## src/hw/gtc_pkg.sv

```systemverilog
// constants, modes and carrier types shared by the timer control block
package gtc_pkg;
	// register bus shape
	localparam int DATA_W = 16;                  // register width
	localparam int ADDR_W = 2;                   // register index width
	localparam logic [ADDR_W-1:0] CORE_IDX = 2'h0; // core timer control
	localparam logic [ADDR_W-1:0] AUX_IDX  = 2'h1; // auxiliary timer control

	// field positions, same layout in both control registers
	localparam int SEL_LSB   = 0;  // input selection [2:0]
	localparam int MODE_LSB  = 3;  // mode field [5:3]
	localparam int RUN_BIT   = 6;  // run bit
	localparam int UD_BIT    = 7;  // software direction
	localparam int UDE_BIT   = 8;  // external direction enable
	localparam int RC_BIT    = 9;  // remote run select (aux only)
	localparam int FM_BIT    = 11; // fast input mode (core only)
	localparam int EDGE_BIT  = 12; // edge-detect flag
	localparam int CHDIR_BIT = 13; // direction-change flag
	localparam int RDIR_BIT  = 14; // current direction, read only
	localparam int IREN_BIT  = 15; // interrupt enable

	// values after reset and plain read/write bits
	localparam logic [DATA_W-1:0] CTL_RESET    = 16'h0000;
	localparam logic [DATA_W-1:0] CORE_RW_MASK = 16'h8FFF; // bits 15, 11..0
	localparam logic [DATA_W-1:0] AUX_RW_MASK  = 16'h83FF; // bits 15, 9..0

	// prescaler: base shift 3 (x8) slow, 2 (x4) fast, plus the code
	localparam int PRESC_W = 10;               // enough for 1024
	localparam logic [3:0] SLOW_SHIFT = 4'h3;
	localparam logic [3:0] FAST_SHIFT = 4'h2;
	localparam logic [PRESC_W-1:0] PRESC_RESET = 10'h000;

	// input sampling: every 4th clock slow, every 2nd fast
	localparam logic [1:0] SLOW_SAMPLE_MASK = 2'h3;
	localparam logic [1:0] FAST_SAMPLE_MASK = 2'h1;

	// input selection codes for counter and incremental modes
	localparam logic [2:0] SEL_OFF  = 3'h0;
	localparam logic [2:0] SEL_RISE = 3'h1;
	localparam logic [2:0] SEL_FALL = 3'h2;
	localparam logic [2:0] SEL_ANY  = 3'h3;
	localparam logic [2:0] SEL_TL_RISE = 3'h5;
	localparam logic [2:0] SEL_TL_FALL = 3'h6;
	localparam logic [2:0] SEL_TL_ANY  = 3'h7;

	// basic operating modes
	typedef enum logic [2:0] {
		GTC_TIMER     = 3'h0,
		GTC_COUNTER   = 3'h1,
		GTC_GATE_LOW  = 3'h2,
		GTC_GATE_HIGH = 3'h3,
		GTC_RELOAD    = 3'h4,
		GTC_CAPTURE   = 3'h5,
		GTC_INC_ROT   = 3'h6,
		GTC_INC_EDGE  = 3'h7
	} gtc_mode_type;

	// configuration handed to a tick generator
	typedef struct packed {
		gtc_mode_type mode;
		logic [2:0]   sel;
		logic         fast;
		logic         run;
	} gtc_cfg_type;

	// input levels seen by a tick generator
	typedef struct packed {
		logic cnt;   // count / gate input
		logic dir;   // direction input
		logic alt;   // toggle latch of the core timer
	} gtc_lvl_type;
endpackage : gtc_pkg

```

## src/hw/gtc_sync.sv

```systemverilog
// two flip-flop synchroniser, one per bit
`timescale 1ns/1ns
`default_nettype none
module gtc_sync #(
	parameter int W = 1
) (
	input  wire logic         clk,
	input  wire logic         rst,
	input  wire logic [W-1:0] async_in,
	output logic      [W-1:0] sync_out
);
	// first stage feeds only the second
	logic [W-1:0] meta_q;

	genvar i;
	generate
		for (i = 0; i < W; i++) begin : g_bit
			// per-bit two-stage chain
			always_ff @(posedge clk) begin
				if (rst) begin
					meta_q[i]   <= 1'b0;
					sync_out[i] <= 1'b0;
				end else begin
					meta_q[i]   <= async_in[i];
					sync_out[i] <= meta_q[i];
				end
			end
		end
	endgenerate
endmodule : gtc_sync
`default_nettype wire

```

## src/hw/gtc_tick_gen.sv

```systemverilog
// count tick and edge detection for one timer
`timescale 1ns/1ns
`default_nettype none
module gtc_tick_gen #(
	parameter bit AUX     = 1'b0,
	parameter int PRESC_W = gtc_pkg::PRESC_W
) (
	input  wire logic               clk,
	input  wire logic               rst,
	input  wire gtc_pkg::gtc_cfg_type cfg,
	input  wire logic               sample_en,
	input  wire logic [PRESC_W-1:0] presc_cnt,
	input  wire gtc_pkg::gtc_lvl_type lvl,
	output logic                    tick_q,
	output logic                    edge_hit_q
);
	gtc_pkg::gtc_lvl_type prev_q;   // levels at the last sample
	logic rise_cnt, fall_cnt;       // count input edges
	logic any_dir;                  // direction input edge
	logic rise_alt, fall_alt;       // toggle latch edges
	logic presc_hit;                // prescaler period done
	logic tick_c, edge_c;           // decoded this cycle

	// mask of low prescaler bits; a full shift gives all ones (x1024)
	function automatic logic [PRESC_W-1:0] presc_mask(input logic [2:0] sel,
		input logic fast);
		logic [3:0] sh;
		sh = {1'b0, sel} + (fast ? gtc_pkg::FAST_SHIFT : gtc_pkg::SLOW_SHIFT);
		presc_mask = ~({PRESC_W{1'b1}} << sh);
	endfunction : presc_mask

	// hold sampled levels; edges need two samples, which caps input rate
	always_ff @(posedge clk) begin
		if (rst) begin
			prev_q <= '0;
		end else if (sample_en) begin
			prev_q <= lvl;
		end
	end

	// edges only count on a sampling cycle
	assign rise_cnt = sample_en & lvl.cnt & ~prev_q.cnt;
	assign fall_cnt = sample_en & ~lvl.cnt & prev_q.cnt;
	assign any_dir  = sample_en & (lvl.dir ^ prev_q.dir);
	assign rise_alt = sample_en & lvl.alt & ~prev_q.alt;
	assign fall_alt = sample_en & ~lvl.alt & prev_q.alt;

	// prescaler picks 4<<n fast or 8<<n slow
	assign presc_hit = ((presc_cnt & presc_mask(cfg.sel, cfg.fast)) ==
		presc_mask(cfg.sel, cfg.fast));

	// mode decode of the input selection
	always_comb begin
		tick_c = 1'b0;
		edge_c = 1'b0;
		case (cfg.mode)
			gtc_pkg::GTC_TIMER: begin
				tick_c = presc_hit;
			end
			gtc_pkg::GTC_GATE_LOW: begin
				tick_c = presc_hit & ~prev_q.cnt;
			end
			gtc_pkg::GTC_GATE_HIGH: begin
				tick_c = presc_hit & prev_q.cnt;
			end
			gtc_pkg::GTC_COUNTER: begin
				if (AUX) begin
					// aux counts the core toggle latch; other codes idle
					case (cfg.sel)
						gtc_pkg::SEL_TL_RISE: edge_c = rise_alt;
						gtc_pkg::SEL_TL_FALL: edge_c = fall_alt;
						gtc_pkg::SEL_TL_ANY:  edge_c = rise_alt | fall_alt;
						default:              edge_c = 1'b0;
					endcase
				end else begin
					case (cfg.sel)
						gtc_pkg::SEL_RISE: edge_c = rise_cnt;
						gtc_pkg::SEL_FALL: edge_c = fall_cnt;
						gtc_pkg::SEL_ANY:  edge_c = rise_cnt | fall_cnt;
						default:           edge_c = 1'b0;
					endcase
				end
				tick_c = edge_c;
			end
			gtc_pkg::GTC_INC_ROT, gtc_pkg::GTC_INC_EDGE: begin
				if (AUX) begin
					edge_c = (cfg.sel == gtc_pkg::SEL_FALL) & any_dir;
				end else begin
					case (cfg.sel)
						gtc_pkg::SEL_RISE: edge_c = rise_cnt | fall_cnt;
						gtc_pkg::SEL_FALL: edge_c = any_dir;
						gtc_pkg::SEL_ANY:  edge_c = rise_cnt | fall_cnt | any_dir;
						default:           edge_c = 1'b0;
					endcase
				end
				tick_c = edge_c;
			end
			default: begin
				// reload, capture and reserved codes do not count here
				tick_c = 1'b0;
				edge_c = 1'b0;
			end
		endcase
	end

	// gate results with run and register them
	always_ff @(posedge clk) begin
		if (rst) begin
			tick_q     <= 1'b0;
			edge_hit_q <= 1'b0;
		end else begin
			tick_q     <= cfg.run & tick_c;
			edge_hit_q <= cfg.run & edge_c;
		end
	end
endmodule : gtc_tick_gen
`default_nettype wire

```

## src/hw/gtc_top.sv

```systemverilog
// control and mode decoding for the core timer and first auxiliary timer
// Notes on behaviour
// - core direction change sets sticky flag bit 13
// - core bit 14 shows current direction
// - core bit 15 enables core flag interrupt
// - timer/gated prescaler 4<<n fast, 8<<n slow
// - core counter mode edges on count input
// - core incremental mode edges on count/direction
// - aux mode field bits 5..3 decode
// - aux selection meaning follows selected mode
// - aux run bit 6 starts and stops
// - aux bit 7 sets direction internally
// - aux bit 8 selects external direction line
// - one shared pin feeds three inputs
// - aux bit 9 takes core run bit
// - aux count edge sets sticky flag 12
// - aux direction change sets sticky flag 13
// - aux bit 14 shows current direction
// - aux bit 15 enables aux flag interrupt
// - core mode field decode, 100/101 reserved
// - fast bit picks input rate f/4 or f/8
// - core count edge sets sticky flag 12
`timescale 1ns/1ns
`default_nettype none
module gtc_top #(
	parameter int PRESC_W = gtc_pkg::PRESC_W
) (
	input  wire logic                        clk,
	input  wire logic                        rst,
	input  wire logic [gtc_pkg::ADDR_W-1:0]  reg_addr,
	input  wire logic [gtc_pkg::DATA_W-1:0]  reg_wdata,
	input  wire logic                        reg_wr,
	input  wire logic                        reg_rd,
	output logic      [gtc_pkg::DATA_W-1:0]  reg_rdata,
	input  wire logic                        core_count_input,
	input  wire logic                        shared_direction_pin,
	input  wire logic                        aux_count_input,
	input  wire logic                        core_toggle_latch,
	output logic                             core_count_tick,
	output logic                             core_count_down,
	output logic                             core_irq,
	output logic                             aux_count_tick,
	output logic                             aux_count_down,
	output logic                             aux_irq,
	output logic                             aux_reload_mode,
	output logic                             aux_capture_mode,
	output logic                             second_aux_count_input,
	output logic                             core_run_bit,
	output logic                             fast_input_mode
);
	// stored read/write fields of both control registers
	logic [gtc_pkg::DATA_W-1:0] core_ctl_q;
	logic [gtc_pkg::DATA_W-1:0] aux_ctl_q;

	// hardware-set flags and direction state
	logic core_edge_flag_q, core_edge_flag_d;
	logic core_dir_change_flag_q, core_dir_change_flag_d;
	logic core_rotation_direction_q, core_dir_d;
	logic aux_edge_flag_q, aux_edge_flag_d;
	logic aux_dir_change_flag_q, aux_dir_change_flag_d;
	logic aux_rotation_direction_q, aux_dir_d;

	// read data register
	logic [gtc_pkg::DATA_W-1:0] rdata_q, rdata_d;

	// free running prescaler shared by both timers
	logic [PRESC_W-1:0] presc_q;
	logic               sample_en;

	// synchronised pin levels
	logic [2:0] pins_sync;
	logic       core_cnt_s, shared_dir_s, aux_cnt_s;

	// write strobes per register
	logic core_wr, aux_wr;

	// decoded fields
	gtc_pkg::gtc_mode_type core_mode_field, aux_mode_field;
	logic [2:0] core_input_select, aux_input_select;
	logic aux_run_bit, aux_direction_bit, aux_ext_direction_enable;
	logic aux_remote_run_select, core_irq_enable, aux_irq_enable;
	logic core_ud, core_ude, aux_run_eff;

	// tick generator carriers
	gtc_pkg::gtc_cfg_type core_cfg, aux_cfg;
	gtc_pkg::gtc_lvl_type core_lvl, aux_lvl;
	logic core_hit, aux_hit;

	// pins come from outside the clock domain
	gtc_sync #(
		.W(3)
	) u_pin_sync (
		.clk      (clk),
		.rst      (rst),
		.async_in ({aux_count_input, shared_direction_pin, core_count_input}),
		.sync_out (pins_sync)
	);

	assign core_cnt_s   = pins_sync[0];
	assign shared_dir_s = pins_sync[1];
	assign aux_cnt_s    = pins_sync[2];

	// register write decode
	assign core_wr = reg_wr & (reg_addr == gtc_pkg::CORE_IDX);
	assign aux_wr  = reg_wr & (reg_addr == gtc_pkg::AUX_IDX);

	// core field extraction
	assign core_input_select = core_ctl_q[gtc_pkg::SEL_LSB +: 3];
	assign core_mode_field   = gtc_pkg::gtc_mode_type'(core_ctl_q[gtc_pkg::MODE_LSB +: 3]);
	assign core_run_bit      = core_ctl_q[gtc_pkg::RUN_BIT];
	assign core_ud           = core_ctl_q[gtc_pkg::UD_BIT];
	assign core_ude          = core_ctl_q[gtc_pkg::UDE_BIT];
	assign fast_input_mode   = core_ctl_q[gtc_pkg::FM_BIT];
	assign core_irq_enable   = core_ctl_q[gtc_pkg::IREN_BIT];

	// aux field extraction
	assign aux_input_select         = aux_ctl_q[gtc_pkg::SEL_LSB +: 3];
	assign aux_mode_field           = gtc_pkg::gtc_mode_type'(aux_ctl_q[gtc_pkg::MODE_LSB +: 3]);
	assign aux_run_bit              = aux_ctl_q[gtc_pkg::RUN_BIT];
	assign aux_direction_bit        = aux_ctl_q[gtc_pkg::UD_BIT];
	assign aux_ext_direction_enable = aux_ctl_q[gtc_pkg::UDE_BIT];
	assign aux_remote_run_select    = aux_ctl_q[gtc_pkg::RC_BIT];
	assign aux_irq_enable           = aux_ctl_q[gtc_pkg::IREN_BIT];

	// reload and capture belong to the capture/reload unit
	assign aux_reload_mode  = (aux_mode_field == gtc_pkg::GTC_RELOAD);
	assign aux_capture_mode = (aux_mode_field == gtc_pkg::GTC_CAPTURE);

	// remote select hands aux run over to the core run bit
	assign aux_run_eff = aux_remote_run_select ? core_run_bit : aux_run_bit;

	// direction: external line or software bit
	assign core_dir_d = core_ude ? shared_dir_s : core_ud;
	assign aux_dir_d  = aux_ext_direction_enable ? shared_dir_s : aux_direction_bit;

	// shared pin also reaches the second aux timer
	assign second_aux_count_input = shared_dir_s;

	// prescaler counts every clock
	always_ff @(posedge clk) begin
		if (rst) begin
			presc_q <= gtc_pkg::PRESC_RESET;
		end else begin
			presc_q <= presc_q + 1'b1;
		end
	end

	// sampling rate sets the highest external input rate
	assign sample_en = fast_input_mode ?
		((presc_q[1:0] & gtc_pkg::FAST_SAMPLE_MASK) == gtc_pkg::FAST_SAMPLE_MASK) :
		((presc_q[1:0] & gtc_pkg::SLOW_SAMPLE_MASK) == gtc_pkg::SLOW_SAMPLE_MASK);

	// core timer carriers
	assign core_cfg.mode = core_mode_field;
	assign core_cfg.sel  = core_input_select;
	assign core_cfg.fast = fast_input_mode;
	assign core_cfg.run  = core_run_bit;
	assign core_lvl.cnt  = core_cnt_s;
	assign core_lvl.dir  = shared_dir_s;
	assign core_lvl.alt  = 1'b0;

	// aux timer carriers; gate level comes from its own count pin
	assign aux_cfg.mode = aux_mode_field;
	assign aux_cfg.sel  = aux_input_select;
	assign aux_cfg.fast = fast_input_mode;
	assign aux_cfg.run  = aux_run_eff;
	assign aux_lvl.cnt  = aux_cnt_s;
	assign aux_lvl.dir  = shared_dir_s;
	assign aux_lvl.alt  = core_toggle_latch;

	// core tick generator
	gtc_tick_gen #(
		.AUX     (1'b0),
		.PRESC_W (PRESC_W)
	) u_core_tick (
		.clk        (clk),
		.rst        (rst),
		.cfg        (core_cfg),
		.sample_en  (sample_en),
		.presc_cnt  (presc_q),
		.lvl        (core_lvl),
		.tick_q     (core_count_tick),
		.edge_hit_q (core_hit)
	);

	// aux tick generator
	gtc_tick_gen #(
		.AUX     (1'b1),
		.PRESC_W (PRESC_W)
	) u_aux_tick (
		.clk        (clk),
		.rst        (rst),
		.cfg        (aux_cfg),
		.sample_en  (sample_en),
		.presc_cnt  (presc_q),
		.lvl        (aux_lvl),
		.tick_q     (aux_count_tick),
		.edge_hit_q (aux_hit)
	);

	// core control fields; read-only and flag bits are masked off
	always_ff @(posedge clk) begin
		if (rst) begin
			core_ctl_q <= gtc_pkg::CTL_RESET;
		end else if (core_wr) begin
			core_ctl_q <= reg_wdata & gtc_pkg::CORE_RW_MASK;
		end
	end

	// aux control fields; bits 11..10 never stored
	always_ff @(posedge clk) begin
		if (rst) begin
			aux_ctl_q <= gtc_pkg::CTL_RESET;
		end else if (aux_wr) begin
			aux_ctl_q <= reg_wdata & gtc_pkg::AUX_RW_MASK;
		end
	end

	// flags: only a written zero clears, and a set in the same cycle wins
	assign core_edge_flag_d = core_hit |
		(core_edge_flag_q & ~(core_wr & ~reg_wdata[gtc_pkg::EDGE_BIT]));
	assign core_dir_change_flag_d = (core_dir_d != core_rotation_direction_q) |
		(core_dir_change_flag_q & ~(core_wr & ~reg_wdata[gtc_pkg::CHDIR_BIT]));
	assign aux_edge_flag_d = aux_hit |
		(aux_edge_flag_q & ~(aux_wr & ~reg_wdata[gtc_pkg::EDGE_BIT]));
	assign aux_dir_change_flag_d = (aux_dir_d != aux_rotation_direction_q) |
		(aux_dir_change_flag_q & ~(aux_wr & ~reg_wdata[gtc_pkg::CHDIR_BIT]));

	// core flags and direction state
	always_ff @(posedge clk) begin
		if (rst) begin
			core_edge_flag_q          <= 1'b0;
			core_dir_change_flag_q    <= 1'b0;
			core_rotation_direction_q <= 1'b0;
		end else begin
			core_edge_flag_q          <= core_edge_flag_d;
			core_dir_change_flag_q    <= core_dir_change_flag_d;
			core_rotation_direction_q <= core_dir_d;
		end
	end

	// aux flags and direction state
	always_ff @(posedge clk) begin
		if (rst) begin
			aux_edge_flag_q          <= 1'b0;
			aux_dir_change_flag_q    <= 1'b0;
			aux_rotation_direction_q <= 1'b0;
		end else begin
			aux_edge_flag_q          <= aux_edge_flag_d;
			aux_dir_change_flag_q    <= aux_dir_change_flag_d;
			aux_rotation_direction_q <= aux_dir_d;
		end
	end

	// direction outputs straight from the state flops
	assign core_count_down = core_rotation_direction_q;
	assign aux_count_down  = aux_rotation_direction_q;

	// interrupt requests from enabled flags
	assign core_irq = core_irq_enable & (core_edge_flag_q | core_dir_change_flag_q);
	assign aux_irq  = aux_irq_enable & (aux_edge_flag_q | aux_dir_change_flag_q);

	// read mux; unmapped indices read zero
	always_comb begin
		rdata_d = '0;
		case (reg_addr)
			gtc_pkg::CORE_IDX: begin
				rdata_d = core_ctl_q;
				rdata_d[gtc_pkg::EDGE_BIT]  = core_edge_flag_q;
				rdata_d[gtc_pkg::CHDIR_BIT] = core_dir_change_flag_q;
				rdata_d[gtc_pkg::RDIR_BIT]  = core_rotation_direction_q;
			end
			gtc_pkg::AUX_IDX: begin
				rdata_d = aux_ctl_q;
				rdata_d[gtc_pkg::EDGE_BIT]  = aux_edge_flag_q;
				rdata_d[gtc_pkg::CHDIR_BIT] = aux_dir_change_flag_q;
				rdata_d[gtc_pkg::RDIR_BIT]  = aux_rotation_direction_q;
			end
			default: begin
				rdata_d = '0;
			end
		endcase
	end

	// read data stands only in the cycle after the strobe
	always_ff @(posedge clk) begin
		if (rst) begin
			rdata_q <= '0;
		end else if (reg_rd) begin
			rdata_q <= rdata_d;
		end else begin
			rdata_q <= '0;
		end
	end

	assign reg_rdata = rdata_q;
endmodule : gtc_top
`default_nettype wire

```

## config.mk

```make
export PLATFORM = sky130hd
export DESIGN_NAME = gtc_top
export DESIGN_NICKNAME = d
export VERILOG_FILES = /design/src/hw/gtc_pkg.sv /design/src/hw/gtc_sync.sv /design/src/hw/gtc_tick_gen.sv /design/src/hw/gtc_top.sv
export SDC_FILE = /design/constraint.sdc
export NUM_CORES = 1
export LEC_CHECK = 0
export ABC_CLOCK_PERIOD_IN_PS = 2400
export BUFFER_PORTS_ARGS = -buffer_cell sky130_fd_sc_hd__buf_2
export CORE_MARGIN = 8
export CORE_UTILIZATION = 40
export CTS_CLUSTER_SIZE = 40
export DETAILED_ROUTE_END_ITERATION = 12
export SKIP_CTS_REPAIR_TIMING = 1
export SYNTH_ARGS = -nofsm -noshare
export SYNTH_HDL_FRONTEND = slang
export SYNTH_SLANG_ARGS = --single-unit
```

## constraint.sdc

```tcl
create_clock -name clk -period 2.4 [get_ports clk]
set_input_delay 0.6 -clock clk [delete_from_list [all_inputs] [get_ports clk]]
set_output_delay 0.6 -clock clk [all_outputs]
set_load 0.005 [all_outputs]
```

Word level (Yosys, flattened, before mapping)
Index checks and enable logic that the tools add are counted.

Add/subtract/negate cells: 3. Eq/ne operators: 25. Shifts and indexed selects: 2. Mux-type cells: 13. Bitwise gates (word level): 56. Reduce and logical (&&, ||, !) cells: 6.

Operators by type and width (number): 16-bit one-hot mux with 2 select lines (1); 1-bit bitwise AND (30); 3-bit equality test (second input constant) (9); 3-bit by 2-bit equality test with 1-bit output (second input constant) (7); 10-bit bitwise AND (2); 10-bit equality test (2); 10-bit NOT (2); 10-bit by 4-bit left shift with 10-bit output (first input constant) (2); 1-bit NOT (12); 10-bit by 1-bit adder with 10-bit output (second input constant) (1); 1-bit one-hot mux with 5 select lines (2); 3-bit by 1-bit equality test with 1-bit output (second input constant) (3); 1-bit OR (9); 1-bit one-hot mux with 3 select lines (3); 3-bit logical NOT (2); 2-bit OR reduction (3); 1-bit two-way mux (5); 3-bit by 2-bit adder with 4-bit output (1); 3-bit by 4-bit adder with 4-bit output (1); 1-bit one-hot mux with 2 select lines (2); 2-bit by 1-bit equality test with 1-bit output (second input constant) (1); 2-bit equality test (second input constant) (1); 2-bit logical NOT (1); 1-bit != test (2); 1-bit XOR (1).

Register bits after elaboration: 70. Bits of input ports: 26. Word-level logic and storage cells: 129.

Depth between registers and ports, before layout
Gate-level depths: netlist of the first run.

Depth after elaboration: 9. Mapped depth: 8. Mapped depth without buffers: 8.

Hierarchy
From an unflattened synthesis of the first run, not the netlist that was laid out.

Cell total of the unflattened synthesis: 346. Area total of the unflattened synthesis: 3059.2 um^2.

By module, submodules not included: gtc_top (times used 1, cells an instance 234, area each 2080.7 um^2, seq. area each 1121.1 um^2); gtc_tick_gen (u_aux_tick) (times used 1, cells an instance 51, area each 421.7 um^2, seq. area each 100.1 um^2); gtc_tick_gen (u_core_tick) (times used 1, cells an instance 49, area each 399.1 um^2, seq. area each 80.1 um^2); gtc_sync (times used 1, cells an instance 12, area each 157.7 um^2, seq. area each 120.1 um^2).

Least setup slack after synthesis of the first run
No wires, ideal clock.

Path type: register to register. Start: reg core_ctl_q[11] (netlist bit). End: reg u_core_tick.tick_q. Library setup time: 0.088 ns. Data arrival time: 1.888 ns. Required time: 2.312 ns. Path slack: 0.424 ns. Stages on the path, launching flop included: 9. Clock period less this slack: 1.976 ns. Cells stage by stage: dfxtp_1 inv_1 ha_1 inv_1 ha_1 nor4b_2 a221oi_1 or4_1 o32ai_2.

Longest elaborated chain between the ends: 9. Elaborated cells between the ends (all ways): 20.

Ends and longest elaborated chain: start: declaration (line gtc_top.sv:52) `logic [gtc_pkg::DATA_W-1:0] core_ctl_q;`; start signal: assignment (line gtc_top.sv:204) `core_ctl_q <= gtc_pkg::CTL_RESET;`; start signal: assignment (line gtc_top.sv:206) `core_ctl_q <= reg_wdata & gtc_pkg::CORE_RW_MASK;`; 1-bit two-way mux (line gtc_tick_gen.sv:28) `sh = {1'b0, sel} + (fast ? gtc_pkg::FAST_SHIFT : gtc_pkg::SLOW_SHIFT);`; 3-bit by 4-bit adder with 4-bit output (line gtc_tick_gen.sv:28); 10-bit by 4-bit left shift with 10-bit output (line gtc_tick_gen.sv:29) `presc_mask = ~({PRESC_W{1'b1}} << sh);`; 10-bit NOT (line gtc_tick_gen.sv:29); 10-bit bitwise AND (line gtc_tick_gen.sv:49) `assign presc_hit = ((presc_cnt & presc_mask(cfg.sel, cfg.fast)) ==`; 10-bit equality test (line gtc_tick_gen.sv:49); 1-bit bitwise AND, on equally long branches (line gtc_tick_gen.sv:64, gtc_tick_gen.sv:61); 1-bit one-hot mux with 5 select lines (*) (line gtc_tick_gen.sv:56) `case (cfg.mode)`; 1-bit bitwise AND (*) (line gtc_tick_gen.sv:112) `tick_q <= cfg.run & tick_c;`; end signal: assignment (line gtc_tick_gen.sv:112); end: declaration (line gtc_tick_gen.sv:14) `output logic tick_q,`.

Mark *: on every way between the ends. The rest lies on a longest branch, timed or not. A chain may end at the register's enable or synchronous reset.

Final worst setup path of the first run
Same ends and word-level chain as after synthesis.

==> results.sh, run 1 <==
export IMPL_run_status="complete, no violations"
export IMPL_critical_path_arrival_ps=2440
export IMPL_cts_root_buf="clkbuf_8"
export IMPL_avgRoutedWirePerCell_um=14.4
export IMPL_drive_above_1_share=0.200
export IMPL_critPathLaunchType="flip-flop"
export IMPL_setup_worst_path_end_class="flip-flop"
export IMPL_logic_depth_of_the_worst_register_to_register_path=8
export IMPL_async_reset_ff_frac=0
export IMPL_cts_path_max_buffers=2
export IMPL_dr_total_vias=2406
export IMPL_ys_dominant_reg_cell="dfxtp_1"
export IMPL_synth_enable_flop_cells=0
export IMPL_layout_area_overhead_vs_synth_pct=20.2
export IMPL_rsz0062_at_grt="no"
export IMPL_number_of_antenna_violations_at_the_first_check_in_global_routing=0
export IMPL_max_slew_worst_pin_slew_ps=574
export IMPL_grt_overflow=0
export IMPL_postSynthRegisterBits=70
export IMPL_io_pins=53
export IMPL_ctsHtreeMaxLevel=3
export IMPL_critical_path_cell_count=8
export IMPL_timing_max_slew_rel_slack=0.616
export IMPL_detail_route_drc_violations=0
export IMPL_hpwlAfterDp_um=5050
export IMPL_via_count_of_the_first_global_routing_pass=2412
export IMPL_yosysSeqAreaShare=0.476
export IMPL_final_cell_mix="70 x dfxtp_1, 56 x nand2_1, 51 x buf_2, 33 x a21oi_1, 31 x nor2_1"
export IMPL_die_width_um=102
export IMPL_fillerInstances=708
export IMPL_number_of_core_rows=31
export IMPL_crit_slowest_cell="or4_1"
export IMPL_maxClockFrequency_ghz=0.458
export IMPL_grt_first_pass_wirelength_um=11700
export IMPL_cts_sinks=70
export IMPL_seq_area_um2=1400
export IMPL_timing_final_setup_violations=0
export IMPL_crit_end="u_core_tick.tick_q"
export IMPL_syn_nets=366
export IMPL_criticalPathCategory="reg2reg"
export IMPL_drt_pass1_iterations=4
export IMPL_post_route_min_period_ps=2180
export IMPL_grtUsageTotal=0.145
export IMPL_hold_violations=0
export IMPL_critical_path_buf_inv_count=2
export IMPL_mostFrequentLayoutCell="dfxtp_1"
export IMPL_synth_cells=335
export IMPL_die_height_um=102
export IMPL_maximum_number_of_pins_on_one_net_before_global_route_repair=41
export IMPL_crit_path_start="core_ctl_q[11]"
export IMPL_final_hold_worst_slack_ps=430
export IMPL_synth_cell_area_um2=2940
export IMPL_cpPeakStageDelay_ps=560
export IMPL_synth_avg_cell_area_um2=8.78
export IMPL_rr_startpoint="core_ctl_q[11]"
export IMPL_tritoncts_clock_tree="yes"
export IMPL_antenna_cells_inserted=0
export IMPL_avgViaCountPerCell=4.92
export IMPL_reg2reg_setup_slack_ps=220
export IMPL_worst_skew_pair_late_latency_ps=340
export IMPL_finalWirelength_um=7020
export IMPL_tritoncts_num_buffers=9
export IMPL_worstPathMaxFanout=4
export IMPL_ir_worst_vdd_v=0.000328
export IMPL_multi_input_combinational_cell_area_um2=1430
export IMPL_synth_lib_cells_used_distinct=44
export IMPL_fin_worst_skew_ps=5.74
export IMPL_clkTransAtPathRegs_ps=70
export IMPL_critical_path_cell_chain="inv_1 -> ha_1 -> inv_1 -> ha_1 -> nor4b_2 -> a221oi_1 -> or4_1 -> o32ai_2"
export IMPL_final_max_slew_violation_count=0
export IMPL_globalplace_congestion=0.855
export IMPL_worstHoldPathType="reg2reg"
export IMPL_die_area_um2=10400
export IMPL_p_per_area_nw_per_um2=715
export IMPL_start_util=0.410
export IMPL_postRouteAntennaNets=0
export IMPL_critical_path_top_delay_family="simple AND/OR/NAND/NOR gates"
export IMPL_drtIter0Drc=80
export IMPL_worst_r2r_endpoint="u_core_tick.tick_q"
export IMPL_nets=416
export IMPL_fin_setup_tns_ps=0
export IMPL_period_share=0.909
export IMPL_core_area_um2=7180
export IMPL_port_buffers=51
export IMPL_worst_endpoint_required_ps=2660
export IMPL_cap_violations=0
export IMPL_yosys_warnings=0
export IMPL_static_leakage_power_nw=1.44
## flip-flops by register name (all words and copies together) (netlist names), 3 cells and up
name,cells
aux_ctl_q,11
u_aux_tick.prev_q,3
core_ctl_q,13
reg_rdata,16
u_pin_sync.sync_out,3
u_pin_sync.meta_q,3
presc_q,10
## per-layer routing
| layer | wire [um] | GRT usage | share of wire | up-vias |
|---|---|---|---|---|
| li1 | - | - | - | 1241 |
| met1 | 3320 | 0.184 | 0.47 | 1109 |
| met2 | 3310 | 0.223 | 0.47 | 48 |
| met3 | 282 | 0.0399 | 0.040 | 8 |
| met4 | 118 | 0.0630 | 0.017 | 0 |
| met5 | 0 | 0 | 0 | - |
## worst min path at each step
| stage | from | depth (start not counted) | slack, ps | end |
|---|---|---|---|---|
| final | u_core_tick.edge_hit_q | 2 | 430 | core_edge_flag_q |
| after detailed placement | u_core_tick.edge_hit_q | 2 | 420 | core_edge_flag_q |
| after global routing | shared_direction_pin | 2 | 450 | u_pin_sync.meta_q[1] |
| after floorplan | u_aux_tick.edge_hit_q | 2 | 410 | aux_edge_flag_q |
| after CTS | u_core_tick.edge_hit_q | 2 | 430 | core_edge_flag_q |
| after global placement | u_pin_sync.meta_q[2] | 1 | 420 | u_pin_sync.sync_out[2] |
## power breakdown
part | internal [mW] | switching [mW] | total [mW]
Combinational | 0.0768 | 0.0962 | 0.173
Sequential | 1.19 | 0.0306 | 1.22
Clock | 0.695 | 0.440 | 1.14
## worst reg2reg max path, stage by stage (launching register included)
cell	delay, ps
dfxtp_1	370
inv_1	140
ha_1	220
inv_1	60
ha_1	220
nor4b_2	220
a221oi_1	70
or4_1	560
o32ai_2	240
## layout make-up
type / instances / share of cell area
clock buffer: 11 / 0.0371
clock inverter: 5 / 0.0301
inverter: 11 / 0.0117
multi-input combinational: 235 / 0.403
sequential: 70 / 0.396
tap: 99 / 0.0350
timing repair buffer: 58 / 0.0870
## synthesized netlist by cell type (3+ instances only)
| cell type | number | share of area |
|---|---|---|
| nand3b_1 | 4 | 0.010 |
| clkbuf_1 | 15 | 0.019 |
| xnor2_1 | 6 | 0.018 |
| dfxtp_1 | 70 | 0.48 |
| ha_1 | 5 | 0.021 |
| nor2b_1 | 8 | 0.017 |
| xor2_1 | 9 | 0.027 |
| o21a_1 | 3 | 0.0077 |
| nand2b_1 | 4 | 0.0085 |
| a21oi_1 | 33 | 0.056 |
| a31oi_1 | 3 | 0.0064 |
| nand2_1 | 56 | 0.071 |
| nand3_1 | 3 | 0.0051 |
| mux2i_1 | 22 | 0.075 |
| nor2_1 | 31 | 0.040 |
| inv_1 | 11 | 0.014 |
| o21ai_0 | 13 | 0.022 |
| nor3b_1 | 5 | 0.013 |
## through the flow
stage	instance area [um2]	utilization	total power [mW]	worst slack [ps]	std cells
floorplan	2940	-	1.35	424	335
global placement	3300	0.460	1.42	326	473
detailed placement	3300	0.460	1.42	262	473
CTS	3540	0.493	2.55	246	489
global route	3540	0.493	2.63	135	489
finish	3540	0.493	2.53	218	489
## kinds of logic (layout without fill, tap and decap cells)
kind of cell,Yosys count,in the layout,synth area share
flops,70,70,0.476
xor+xnor,15,15,0.0446
compound gates,66,66,0.135
simple gates,127,127,0.209
buf+inv,30,85,0.0395
fa+ha+maj,5,5,0.0213
mux,22,22,0.0748
Note: power is estimated with default switching activity, not from simulation.
==> run 2, diff against run 1 <==
--- a/config.mk
+++ b/config.mk
@@ -11,6 +11,7 @@
 export CORE_UTILIZATION = 40
 export CTS_CLUSTER_SIZE = 40
 export DETAILED_ROUTE_END_ITERATION = 12
+export RECOVER_POWER = 50
 export SKIP_CTS_REPAIR_TIMING = 1
 export SYNTH_ARGS = -nofsm -noshare
 export SYNTH_HDL_FRONTEND = slang
==> results.sh, run 2 (same netlist as run 1, synthesis figures left out) <==
export IMPL_largest_reg_flops=16
export IMPL_maxClockFrequency_ghz=0.458
export IMPL_drt_pass1_iterations=4
export IMPL_cap_violations=0
export IMPL_grt_first_pass_wirelength_um=11700
export IMPL_grt_overflow=0
export IMPL_detail_route_drc_violations=0
export IMPL_mostFrequentLayoutCell="dfxtp_1"
export IMPL_postRouteAntennaNets=0
export IMPL_finalWirelength_um=7050
export IMPL_setup_worst_path_end_class="flip-flop"
export IMPL_timing_max_slew_rel_slack=0.528
export IMPL_power_consumption_mw=2.53
export IMPL_critical_path_cell_chain="inv_1 -> ha_1 -> inv_1 -> ha_1 -> nor4b_2 -> a221oi_1 -> or4_1 -> o32ai_2"
export IMPL_rsz0062_at_grt="no"
export IMPL_critical_path_top_delay_family="simple AND/OR/NAND/NOR gates"
export IMPL_static_leakage_power_nw=1.42
export IMPL_worstPathMaxFanout=4
export IMPL_p_per_area_nw_per_um2=716
export IMPL_port_buffers=51
export IMPL_worst_endpoint_required_ps=2660
export IMPL_nets=416
export IMPL_dr_total_vias=2420
export IMPL_antenna_cells_inserted=0
export IMPL_layout_area_overhead_vs_synth_pct=20.0
export IMPL_die_area_um2=10400
export IMPL_fin_worst_skew_ps=5.78
export IMPL_drive_above_1_share=0.187
export IMPL_avgRoutedWirePerCell_um=14.4
export IMPL_timing_final_setup_violations=0
export IMPL_cts_path_max_buffers=2
export IMPL_avgViaCountPerCell=4.95
export IMPL_post_route_min_period_ps=2180
export IMPL_via_count_of_the_first_global_routing_pass=2412
export IMPL_criticalPathCategory="reg2reg"
export IMPL_crit_slowest_cell="or4_1"
export IMPL_globalplace_congestion=0.855
export IMPL_fin_setup_tns_ps=0
export IMPL_layout_cell_area_non_filler_um2=3530
export IMPL_cpPeakStageDelay_ps=560
export IMPL_tritoncts_clock_tree="yes"
export IMPL_final_max_slew_violation_count=0
export IMPL_grtUsageTotal=0.145
export IMPL_core_area_um2=7180
export IMPL_period_share=0.909
export IMPL_run_status="complete, no violations"
export IMPL_worstHoldPathType="reg2reg"
export IMPL_number_of_core_rows=31
export IMPL_drtIter0Drc=78
export IMPL_worst_skew_pair_late_latency_ps=340
export IMPL_fillerInstances=710
export IMPL_cts_sinks=70
export IMPL_ir_worst_vdd_v=0.000328
export IMPL_maximum_number_of_pins_on_one_net_before_global_route_repair=41
export IMPL_hold_violations=0
export IMPL_placed_area_um2=3300
export IMPL_die_width_um=102
export IMPL_number_of_antenna_violations_at_the_first_check_in_global_routing=0
export IMPL_max_slew_worst_pin_slew_ps=709
export IMPL_critPathLaunchType="flip-flop"
export IMPL_critical_path_arrival_ps=2440
export IMPL_ctsHtreeMaxLevel=3
export IMPL_cts_root_buf="clkbuf_8"
export IMPL_final_cell_mix="70 x dfxtp_1, 56 x nand2_1, 47 x buf_2, 33 x a21oi_1, 31 x nor2_1"
export IMPL_utilization_after_layout=0.492
export IMPL_start_util=0.410
export IMPL_critical_path_buf_inv_count=2
export IMPL_die_height_um=102
export IMPL_clkTransAtPathRegs_ps=70
export IMPL_io_pins=53
export IMPL_tritoncts_num_buffers=9
export IMPL_hpwlAfterDp_um=5050
run 2: metal layers:
layer / GRT usage / wire [um] / vias to the layer above
li1: - / - / 1241
met4: 0.0630 / 118 / 0
met5: 0 / 0 / -
met2: 0.223 / 3280 / 52
met1: 0.184 / 3360 / 1119
met3: 0.0399 / 297 / 8
run 2: final cells by class:
class                      count  area (um2)  area share
tap                           99         124      0.0351
multi-input combinational    235        1430       0.403
timing repair buffer          58         303      0.0857
inverter                      11        41.3      0.0117
clock inverter                 5         106      0.0301
sequential                    70        1400       0.397
clock buffer                  11         131      0.0372
run 2: worst paths after layout:
path                                              from  depth (start not counted)                 end  slack (ps)
worst max-delay path                    core_ctl_q[11]                          8  u_core_tick.tick_q         220
worst min register to register  u_core_tick.edge_hit_q                          2    core_edge_flag_q         430
worst max register to register          core_ctl_q[11]                          8  u_core_tick.tick_q         220
worst min-delay path            u_core_tick.edge_hit_q                          2    core_edge_flag_q         430
run 2: where the power goes:
group | leakage, nW | internal (mW) | switching (mW)
Clock | 0.114 | 0.695 | 0.441
Sequential | 0.568 | 1.19 | 0.0306
Combinational | 0.741 | 0.0761 | 0.0968
Total | 1.42 | 1.96 | 0.568
run 2: metrics by stage:
stage / instances / setup WS (ps) / hold slack (ps)
5_1_grt: 489 / 135 / 445
2_1_floorplan: 335 / 424 / 411
3_5_place_dp: 473 / 262 / 421
4_1_cts: 489 / 246 / 431
3_3_place_gp: 473 / 326 / 417
6_report: 489 / 218 / 430
run 2: worst register-to-register path, stage by stage, from the launching register on:
cell and delay [ps]:
dfxtp_1 370, inv_1 140, ha_1 220, inv_1 60, ha_1 220, nor4b_2 220
a221oi_1 70, or4_1 560, o32ai_2 240
